[src/spu_defs.svh]
// Register map, field positions, reset values and counts of the serial port
`ifndef SPU_DEFS_SVH
`define SPU_DEFS_SVH

`define SPU_ADDR_W        12
`define SPU_RXDATA_ADDR   12'h70c
`define SPU_TXDATA_ADDR   12'h70d
`define SPU_RXC_ADDR      12'h710
`define SPU_TXC_ADDR      12'h711
`define SPU_BDC_ADDR      12'h712

`define SPU_RXC_PORT_EN   7
`define SPU_RXC_NINE      6
`define SPU_RXC_ONCE      5
`define SPU_RXC_CONT      4
`define SPU_RXC_ADDR_DET  3

`define SPU_TXC_CLK_SRC   7
`define SPU_TXC_NINE      6
`define SPU_TXC_TX_EN     5
`define SPU_TXC_SYNC      4
`define SPU_TXC_BREAK     3
`define SPU_TXC_FAST      2
`define SPU_TXC_EMPTY     1
`define SPU_TXC_NINTH     0

`define SPU_BDC_POLARITY  4
`define SPU_BDC_WIDE      3

`define SPU_RXC_RESET     8'h00
`define SPU_TXC_RESET     8'h02
`define SPU_BDC_RESET     8'h40
`define SPU_RXC_WMASK     8'hf8
`define SPU_TXC_WMASK     8'hfd
`define SPU_BDC_WMASK     8'h1b

`define SPU_SHIFT_DIV4    3'h2
`define SPU_SHIFT_DIV16   3'h4
`define SPU_SHIFT_DIV64   3'h6

`define SPU_BITS_8        4'h8
`define SPU_BITS_9        4'h9
`define SPU_FRAME_EXTRA   4'h2
`define SPU_BREAK_LEN     4'he
`define SPU_FIFO_FULL     2'h2

`endif

[src/spu_pkg.sv]
// Types shared by the serial port logic
package spu_pkg;
   typedef struct packed {
      logic       frame_err;
      logic       d9;
      logic [7:0] data;
   } spu_rx_entry_s;

   typedef enum logic [1:0] {
      SPU_ARX_IDLE  = 2'b00,
      SPU_ARX_START = 2'b01,
      SPU_ARX_DATA  = 2'b10
   } spu_arx_e;
endpackage

[src/spu_serial_port.sv]
// Serial port control registers, shifters and sleep behaviour
`timescale 1ns/1ps
`include "spu_defs.svh"

module spu_serial_port
   import spu_pkg::*;
#(
   parameter logic [15:0] BAUD_DIV = 16'h0004
) (
   input  wire logic                   clk,
   input  wire logic                   sys_rst,
   input  wire logic [`SPU_ADDR_W-1:0] addr,
   input  wire logic [7:0]             wdata,
   input  wire logic                   wr,
   input  wire logic                   rd,
   output logic      [7:0]             rdata,
   input  wire logic                   cpu_sleep,
   input  wire logic                   data_in,
   output logic                        data_out,
   output logic                        data_oe_n,
   input  wire logic                   clk_pin_in,
   output logic                        clk_pin_out,
   output logic                        clk_pin_oe_n,
   output logic                        receive_flag,
   output logic                        transmit_flag
);

   if (BAUD_DIV == 16'h0000) begin : g_chk
      $error("BAUD_DIV must be at least one");
   end

   logic [7:0]    rxc;
   logic [7:0]    txc;
   logic [7:0]    bdc;
   logic          overrun;
   logic [7:0]    txbuf;
   logic          txbuf_full;
   logic [13:0]   tx_sr;
   logic [3:0]    tx_cnt;
   logic          tx_busy;
   logic          shift_pend;
   logic [15:0]   tx_tim;
   logic          hclk;
   logic [15:0]   hc_tim;
   logic          ck_prev;
   logic [8:0]    rsr;
   logic [3:0]    rx_cnt;
   logic [15:0]   rx_tim;
   spu_arx_e      arx;
   logic          d_prev;
   logic          d_s1;
   logic          d_s2;
   logic          c_s1;
   logic          c_s2;
   spu_rx_entry_s fifo_mem [2];
   logic          fifo_wp;
   logic          fifo_rp;
   logic [1:0]    fifo_cnt;
   spu_rx_entry_s push_ent;
   logic          push;
   logic [8:0]    next_word;

   function automatic logic [15:0] bit_period(input logic hs, input logic wide);
      logic [2:0] sh;
      sh = hs ? (wide ? `SPU_SHIFT_DIV4 : `SPU_SHIFT_DIV16)
              : (wide ? `SPU_SHIFT_DIV16 : `SPU_SHIFT_DIV64);
      return 16'(BAUD_DIV << sh);
   endfunction

   function automatic logic hit(input logic [`SPU_ADDR_W-1:0] a,
                                input logic [`SPU_ADDR_W-1:0] o);
      return a == o;
   endfunction

   // Mode decode
   wire port_en   = rxc[`SPU_RXC_PORT_EN];
   wire syncm     = txc[`SPU_TXC_SYNC];
   wire host      = txc[`SPU_TXC_CLK_SRC];
   wire client    = syncm & ~host;
   wire act       = port_en & (~cpu_sleep | client);
   wire sync_rx   = syncm & (rxc[`SPU_RXC_CONT] | (rxc[`SPU_RXC_ONCE] & host));
   wire sync_tx   = syncm & txc[`SPU_TXC_TX_EN] & ~sync_rx;
   wire arx_en    = ~syncm & rxc[`SPU_RXC_CONT];
   wire [3:0] nb_tx = txc[`SPU_TXC_NINE] ? `SPU_BITS_9 : `SPU_BITS_8;
   wire [3:0] nb_rx = rxc[`SPU_RXC_NINE] ? `SPU_BITS_9 : `SPU_BITS_8;
   wire [15:0] period = bit_period(txc[`SPU_TXC_FAST], bdc[`SPU_BDC_WIDE]);
   wire idle_lvl  = bdc[`SPU_BDC_POLARITY];
   wire ck_level  = host ? hclk : c_s2;
   wire lead      = syncm & (ck_prev == idle_lvl) & (ck_level != idle_lvl);
   wire trail     = syncm & (ck_prev != idle_lvl) & (ck_level == idle_lvl);
   wire hrun      = act & syncm & host & ((tx_busy & sync_tx) | (sync_rx & ~overrun));
   wire tx_load   = act & ~tx_busy & txbuf_full & txc[`SPU_TXC_TX_EN] & (~syncm | sync_tx);
   wire a_shift   = act & tx_busy & ~syncm & (tx_tim == 16'h0000);
   wire brk_done  = a_shift & (tx_cnt == 4'h1) & (tx_sr[12:0] == 13'h1fff) & txc[`SPU_TXC_BREAK];
   wire pop       = rd & hit(addr, `SPU_RXDATA_ADDR) & (fifo_cnt != 2'h0);
   wire ovr_set   = push & ~overrun & (fifo_cnt == `SPU_FIFO_FULL) & ~pop;
   wire push_ok   = push & ~overrun & ~ovr_set;
   wire once_done = push & host & syncm & ~rxc[`SPU_RXC_CONT];
   wire wr_rxc    = wr & hit(addr, `SPU_RXC_ADDR);
   spu_rx_entry_s head;
   assign head = (fifo_cnt != 2'h0) ? fifo_mem[fifo_rp] : '0;

   assign receive_flag  = port_en & (fifo_cnt != 2'h0);
   assign transmit_flag = port_en & txc[`SPU_TXC_TX_EN] & ~txbuf_full;

   // Pin synchronisers
   always_ff @(posedge clk or posedge sys_rst) begin
      if (sys_rst) begin
         d_s1 <= 1'b1;
         d_s2 <= 1'b1;
         c_s1 <= 1'b0;
         c_s2 <= 1'b0;
      end else begin
         d_s1 <= data_in;
         d_s2 <= d_s1;
         c_s1 <= clk_pin_in;
         c_s2 <= c_s1;
      end
   end

   // Control registers
   always_ff @(posedge clk or posedge sys_rst) begin
      if (sys_rst) begin
         rxc <= `SPU_RXC_RESET;
         txc <= `SPU_TXC_RESET & `SPU_TXC_WMASK;
         bdc <= `SPU_BDC_RESET & `SPU_BDC_WMASK;
      end else begin
         if (wr_rxc) begin
            rxc <= wdata & `SPU_RXC_WMASK;
         end else if (once_done) begin
            rxc[`SPU_RXC_ONCE] <= 1'b0;
         end
         if (wr & hit(addr, `SPU_TXC_ADDR)) begin
            txc <= wdata & `SPU_TXC_WMASK;
         end else if (brk_done) begin
            txc[`SPU_TXC_BREAK] <= 1'b0;
         end
         if (wr & hit(addr, `SPU_BDC_ADDR)) begin
            bdc <= wdata & `SPU_BDC_WMASK;
         end
      end
   end

   // Transmit buffer
   always_ff @(posedge clk or posedge sys_rst) begin
      if (sys_rst) begin
         txbuf      <= 8'h00;
         txbuf_full <= 1'b0;
      end else if (!port_en) begin
         txbuf_full <= 1'b0;
      end else if (tx_load) begin
         txbuf_full <= 1'b0;
      end else if (wr & hit(addr, `SPU_TXDATA_ADDR) & ~txbuf_full) begin
         txbuf      <= wdata;
         txbuf_full <= 1'b1;
      end
   end

   // Transmit shifter
   always_ff @(posedge clk or posedge sys_rst) begin
      if (sys_rst) begin
         tx_sr      <= '1;
         tx_cnt     <= 4'h0;
         tx_busy    <= 1'b0;
         shift_pend <= 1'b0;
         tx_tim     <= 16'h0000;
      end else if (!port_en) begin
         tx_sr      <= '1;
         tx_cnt     <= 4'h0;
         tx_busy    <= 1'b0;
         shift_pend <= 1'b0;
         tx_tim     <= 16'h0000;
      end else if (tx_load) begin
         tx_busy    <= 1'b1;
         shift_pend <= 1'b0;
         tx_tim     <= 16'(period - 16'h0001);
         if (syncm) begin
            tx_sr  <= {5'h1f, txc[`SPU_TXC_NINTH], txbuf};
            tx_cnt <= nb_tx;
         end else if (txc[`SPU_TXC_BREAK]) begin
            tx_sr  <= {1'b1, 13'h0000};
            tx_cnt <= `SPU_BREAK_LEN;
         end else begin
            tx_sr  <= txc[`SPU_TXC_NINE] ? {4'hf, txc[`SPU_TXC_NINTH], txbuf, 1'b0}
                                         : {5'h1f, txbuf, 1'b0};
            tx_cnt <= 4'(nb_tx + `SPU_FRAME_EXTRA);
         end
      end else if (a_shift) begin
         tx_sr  <= {1'b1, tx_sr[13:1]};
         tx_cnt <= 4'(tx_cnt - 4'h1);
         tx_tim <= 16'(period - 16'h0001);
         if (tx_cnt == 4'h1) begin
            tx_busy <= 1'b0;
         end
      end else if (act & tx_busy & ~syncm) begin
         tx_tim <= 16'(tx_tim - 16'h0001);
      end else if (act & tx_busy & sync_tx & trail) begin
         shift_pend <= 1'b1;
         tx_cnt     <= 4'(tx_cnt - 4'h1);
         if (tx_cnt == 4'h1) begin
            // Emptied shifter idles at stop level for a later async frame
            tx_busy <= 1'b0;
            tx_sr   <= '1;
         end
      end else if (act & tx_busy & sync_tx & lead & shift_pend) begin
         tx_sr      <= {1'b1, tx_sr[13:1]};
         shift_pend <= 1'b0;
      end
   end

   // Host clock generator
   always_ff @(posedge clk or posedge sys_rst) begin
      if (sys_rst) begin
         hclk    <= 1'b0;
         hc_tim  <= 16'h0000;
         ck_prev <= 1'b0;
      end else begin
         ck_prev <= act ? ck_level : ck_prev;
         if (!hrun) begin
            hclk   <= idle_lvl;
            hc_tim <= 16'(BAUD_DIV - 16'h0001);
         end else if (hc_tim == 16'h0000) begin
            hclk   <= ~hclk;
            hc_tim <= 16'(BAUD_DIV - 16'h0001);
         end else begin
            hc_tim <= 16'(hc_tim - 16'h0001);
         end
      end
   end

   // Receive word completion
   always_comb begin
      next_word = rsr;
      push      = 1'b0;
      push_ent  = '0;
      if (syncm) begin
         next_word[rx_cnt] = d_s2;
         if (act & sync_rx & trail & (rx_cnt == 4'(nb_rx - 4'h1))) begin
            push          = 1'b1;
            push_ent.d9   = rxc[`SPU_RXC_NINE] & next_word[8];
            push_ent.data = next_word[7:0];
         end
      end else if (act & (arx == SPU_ARX_DATA) & (rx_tim == 16'h0000)) begin
         if (rx_cnt != nb_rx) begin
            next_word[rx_cnt] = d_s2;
         end else begin
            push          = ~(rxc[`SPU_RXC_ADDR_DET] & rxc[`SPU_RXC_NINE] & ~rsr[8]);
            push_ent.frame_err = ~d_s2;
            push_ent.d9   = rxc[`SPU_RXC_NINE] & rsr[8];
            push_ent.data = rsr[7:0];
         end
      end
   end

   // Receive shifter
   always_ff @(posedge clk or posedge sys_rst) begin
      if (sys_rst) begin
         rsr    <= 9'h000;
         rx_cnt <= 4'h0;
         rx_tim <= 16'h0000;
         arx    <= SPU_ARX_IDLE;
         d_prev <= 1'b1;
      end else if (!port_en) begin
         rx_cnt <= 4'h0;
         arx    <= SPU_ARX_IDLE;
         d_prev <= 1'b1;
      end else if (act) begin
         d_prev <= d_s2;
         if (syncm) begin
            arx <= SPU_ARX_IDLE;
            if (!sync_rx) begin
               rx_cnt <= 4'h0;
            end else if (trail) begin
               rsr    <= next_word;
               rx_cnt <= push ? 4'h0 : 4'(rx_cnt + 4'h1);
            end
         end else begin
            case (arx)
               SPU_ARX_IDLE: begin
                  if (arx_en & d_prev & ~d_s2) begin
                     arx    <= SPU_ARX_START;
                     rx_tim <= {1'b0, period[15:1]};
                  end
               end
               SPU_ARX_START: begin
                  if (rx_tim != 16'h0000) begin
                     rx_tim <= 16'(rx_tim - 16'h0001);
                  end else if (d_s2) begin
                     arx <= SPU_ARX_IDLE;
                  end else begin
                     arx    <= SPU_ARX_DATA;
                     rx_cnt <= 4'h0;
                     rx_tim <= 16'(period - 16'h0001);
                  end
               end
               SPU_ARX_DATA: begin
                  if (rx_tim != 16'h0000) begin
                     rx_tim <= 16'(rx_tim - 16'h0001);
                  end else if (rx_cnt == nb_rx) begin
                     arx <= SPU_ARX_IDLE;
                  end else begin
                     rsr    <= next_word;
                     rx_cnt <= 4'(rx_cnt + 4'h1);
                     rx_tim <= 16'(period - 16'h0001);
                  end
               end
               default: begin
                  arx <= SPU_ARX_IDLE;
               end
            endcase
         end
      end
   end

   // Two-entry receive buffer
   always_ff @(posedge clk or posedge sys_rst) begin
      if (sys_rst) begin
         fifo_wp  <= 1'b0;
         fifo_rp  <= 1'b0;
         fifo_cnt <= 2'h0;
      end else if (!port_en) begin
         fifo_wp  <= 1'b0;
         fifo_rp  <= 1'b0;
         fifo_cnt <= 2'h0;
      end else begin
         if (push_ok) begin
            fifo_mem[fifo_wp] <= push_ent;
            fifo_wp           <= ~fifo_wp;
         end
         if (pop) begin
            fifo_rp <= ~fifo_rp;
         end
         fifo_cnt <= 2'(fifo_cnt + {1'b0, push_ok} - {1'b0, pop});
      end
   end

   // Overrun status
   always_ff @(posedge clk or posedge sys_rst) begin
      if (sys_rst) begin
         overrun <= 1'b0;
      end else if (!port_en) begin
         overrun <= 1'b0;
      end else if (ovr_set) begin
         overrun <= 1'b1;
      end else if (wr_rxc & ~(wdata[`SPU_RXC_PORT_EN] & wdata[`SPU_RXC_CONT])) begin
         overrun <= 1'b0;
      end
   end

   // Register read port
   always_ff @(posedge clk or posedge sys_rst) begin
      if (sys_rst) begin
         rdata <= 8'h00;
      end else if (!rd) begin
         rdata <= 8'h00;
      end else if (hit(addr, `SPU_RXC_ADDR)) begin
         rdata <= {rxc[7:3], head.frame_err, overrun, head.d9};
      end else if (hit(addr, `SPU_TXC_ADDR)) begin
         rdata <= {txc[7:2], ~tx_busy, txc[`SPU_TXC_NINTH]};
      end else if (hit(addr, `SPU_BDC_ADDR)) begin
         rdata <= {1'b0, arx == SPU_ARX_IDLE, bdc[5:0]};
      end else if (hit(addr, `SPU_RXDATA_ADDR)) begin
         rdata <= head.data;
      end else if (hit(addr, `SPU_TXDATA_ADDR)) begin
         rdata <= txbuf;
      end else begin
         rdata <= 8'h00;
      end
   end

   // Pin drivers
   always_ff @(posedge clk or posedge sys_rst) begin
      if (sys_rst) begin
         data_out     <= 1'b1;
         data_oe_n    <= 1'b1;
         clk_pin_out  <= 1'b1;
         clk_pin_oe_n <= 1'b1;
      end else begin
         data_out     <= tx_sr[0];
         data_oe_n    <= ~(port_en & sync_tx);
         clk_pin_out  <= syncm ? hclk : (tx_sr[0] ^ idle_lvl);
         clk_pin_oe_n <= ~(port_en & (syncm ? host : txc[`SPU_TXC_TX_EN]));
      end
   end
endmodule
[config.mk]
export PLATFORM = sky130hd
export DESIGN_NAME = spu_serial_port
export DESIGN_NICKNAME = d
export VERILOG_FILES = /design/src/spu_pkg.sv /design/src/spu_serial_port.sv
export VERILOG_INCLUDE_DIRS = /design/src
export SDC_FILE = /design/constraint.sdc
export NUM_CORES = 1
export LEC_CHECK = 0
export ABC_AREA = 0
export BUFFER_PORTS_ARGS = -buffer_cell sky130_fd_sc_hd__clkbuf_2
export CAP_MARGIN = 20
export CORE_UTILIZATION = 40
export CTS_BUF_LIST = sky130_fd_sc_hd__clkbuf_4 sky130_fd_sc_hd__clkbuf_8
export DETAILED_ROUTE_END_ITERATION = 12
export GPL_ROUTABILITY_DRIVEN = 0
export PLACE_DENSITY = 0.65
export SYNTH_ARGS = -nofsm -noshare
export SYNTH_HDL_FRONTEND = slang
export SYNTH_SLANG_ARGS = --single-unit
export TNS_END_PERCENT = 10
[constraint.sdc]
create_clock -name clk -period 10.2 [get_ports clk]
set_input_delay 1.53 -clock clk [delete_from_list [all_inputs] [get_ports clk]]
set_output_delay 1.53 -clock clk [all_outputs]
set_load 0.05 [all_outputs]
==> results by group <==
Place
  • Worst slack, placed: 5.52 ns
  • IO buf count: 40
  • HPWL after DPL: 13.6 mm

Power and ir drop
  • Pleak: 3.78 nW
  • Pwr/cell area: ~120 mW/mm^2
  • Worst VDD drop: 75.1 uV

Yosys
  • Area contributors post-synth: dfrtp_1 (34%), mux2_2 (7.7%), edfxtp_1 (7.3%), dfstp_2 (6.4%), nor2_1 (3.8%)
  • Mapped Cells: slightly above 800
  • Yosys warning count: 0
  • Async S/R FF share, synth: between 80 and 90%
  • Most common flop cell mapped by yosys: dfrtp_1
  • Synth cell count leaders: dfrtp_1 (111), nor2_1 (83), nand2_1 (62), mux2_2 (56), o21ai_0 (51)
  • Yosys top cell by area: dfrtp_1
  • Cell variety after synth: just under 80
  • Yosys top cell area share: 33.8%
  • Yosys reg bits: 151
  • Cell Area, Synth: 0.00821 sq mm
  • Syn nets: ~870
  • Part of the Yosys area used for sequential elements: 47.6%
  • Most common cell in the netlist: dfrtp_1
  • Avg Inst Size Synth: 10.0 sq um
  • EDFF count, synth: 20

Clock network
  • Cts repair resizes: 0
  • Cts hold-fix bufs: 0
  • CTS root buf: clkbuf_8
  • CTS tree: yes
  • # Post-CTS Setup Buffers: 0
  • Clk sink count: 151
  • Clk buf depth: 2
  • Worst-Skew Late Latency: 0.47 ns
  • Clk slew on worst S/H paths: about 0.09 ns
  • CTS Buf Count: 17
  • H-tree depth: 4

Worst setup path
  • Crit path DAT: 4.24 ns
  • Crit path capture type: flip-flop
  • CP cell instances: clkbuf_2 > or4_1 > nor4bb_1 > buf_4 > a311oi_1 > or3_4 > nor4b_2
  • Worst path slowest cell: nor4b_2
  • Worst Setup Start Kind: input port
  • Worst Setup Path Type: in2reg
  • Worst R2R Path Depth: 6
  • Crit-path leading delay family: simple AND/OR/NAND/NOR gates
  • Buf/Inv on CP: 2
  • WP data required: 10.28 ns
  • Crit-path max FO: 10
  • Crit path depth: 7
  • CP peak stage delay: between 0.9 and 1 ns

Global route
  • Overall routing resource usage: 19.0%
  • Remaining global-route overflow: 0
  • First-pass GRT wire length: about 32 mm
  • Initial antenna violation count: 0
  • Number of global-route vias before repair: 6115
  • Largest net degree at the start of global routing: just under 80

STA
  • Tightest Pin Transition: 1.07 ns
  • Clock Skew: 0.0189 ns
  • Fin Setup TNS: 0 ns
  • Period utilisation layout: about two fifths
  • Worst setup margin: 6.04 ns
  • Max_slew headroom: 28.4%
  • Hold Slack: 0.359 ns
  • Tmin final: 4.16 ns
  • Final hold violations: 0
  • Final slew viol count: 0
  • RSZ-0062 raised after global routing: no
  • Final Setup Violations: 0
  • Fmax: 241 MHz

Route
  • Drt pass-1 iters: 5
  • DRT antenna net count: 0
  • Residual DRC: 0
  • Iteration-0 DRC Markers: 455
  • DR vias: around 6.4k
  • WL per Instance: 16.9 um
  • Final WL: just under 20 mm
  • Vias per cell: 5.64

Floorplan
  • Die height: 145 um
  • I/O pins: between 40 and 50
  • Die width: 145 um
  • Core Area: 0.0202 sq mm
  • Initial Util: 40.7%
  • # rows: 52
  • DIE AREA: between 0.02 and 0.025 sq mm

Finish
  • Final nets: 899
  • Diodes inserted: 0
  • Fillers: 1944
  • Share of post-route cells with drive strength above 1: between 20% and 30%
  • Area Growth Syn to Fin: 10.9%

Hold path
  • Worst Hold Class: reg2reg
  • Worst Hold Path Cells: 0

Run status
  • Status: finished clean

Job
  • Maxcap violations: 0
==> cell usage in the layout, fill, tap and decap left out, drive strengths merged, types with 8 or more instances in the layout <==
cell	instances
nand2	62
xor2	8
mux2	56
dfrtp	111
a22oi	8
xnor2	13
nor4	13
nand2b	11
mux2i	10
ha	19
nand3	26
nor3	25
a21o	9
a21oi	43
or4	9
clkbuf	60
dfstp	20
nor2	83
a2bb2oi	9
buf	9
or3	8
edfxtp	20
inv	36
o21ai	53
nor2b	16
o31ai	11
==> power by group <==
part	leakage, nW	switching [mW]	total, mW	internal [mW]
combinational	1.72	0.0235	0.0330	0.00950
sequential	1.86	0.00254	0.613	0.610
clock	0.204	0.250	0.484	0.234
==> metrics by stage <==
| stage | instances | area (sq um) | util, % | power [mW] |
|---|---|---|---|---|
| final | 1136 | 9100 | 45.1 | 1.13 |
| after global routing | 1136 | 9100 | 45.1 | 1.17 |
| after CTS | 1133 | 9080 | 45.0 | 1.14 |
| after detailed placement | 1101 | 8670 | 43.0 | 0.658 |
| after global placement | 1101 | 8670 | 43.0 | 0.658 |
| after floorplan | 819 | 8210 | - | 0.643 |
==> state kept, by name (all words and copies together) (netlist names), 2 cells and up <==
signal / flops
arx: 2
bdc: 4
fifo_cnt: 2
fifo_mem: 20
hc_tim: 16
rdata: 8
rsr: 9
rx_cnt: 4
rx_tim: 16
rxc: 5
tx_cnt: 4
tx_sr: 13
tx_tim: 16
txbuf: 8
txc: 7
==> cell type report <==
class | count | area (sq um) | share of cell area [%]
multi-input combinational | 604 | 4060 | 44.6
sequential | 151 | 3900 | 42.9
tap | 270 | 338 | 3.71
timing repair buffer | 50 | 275 | 3.02
clock buffer | 19 | 255 | 2.80
clock inverter | 13 | 156 | 1.72
inverter | 29 | 114 | 1.25
==> cell families after synthesis <==
group,count (synthesis),share of synthesized area [%]
AOI/OAI and AO/OA,199,16.1
buffers and inverters,64,3.05
DFF,151,47.6
xor gates and xnor gates,21,2.24
and+or+nand+nor,299,19.2
adders and majority gates,19,2.90
muxes,66,8.90
==> worst paths after layout <==
kind,slack (ns),end,start
setup / recovery,6.04,fifo_mem[1][7],addr[1]
hold / removal,0.36,d_s2,d_s1
setup reg to reg,6.17,fifo_mem[1][7],txc[7]
hold reg to reg,0.36,d_s2,d_s1
max in group asynchronous,7.66,hc_tim[0],sys_rst
min in group asynchronous,1.16,rsr[0],sys_rst
==> metal layers <==
metal	wire, um	track usage (%)	vias up
met3	868	4.12	15
met1	9050	26.3	3191
met4	222	5.05	0
met5	0	0	-
li1	-	-	3071
met2	9080	30.0	135
Power figures use the tool's default switching activity.
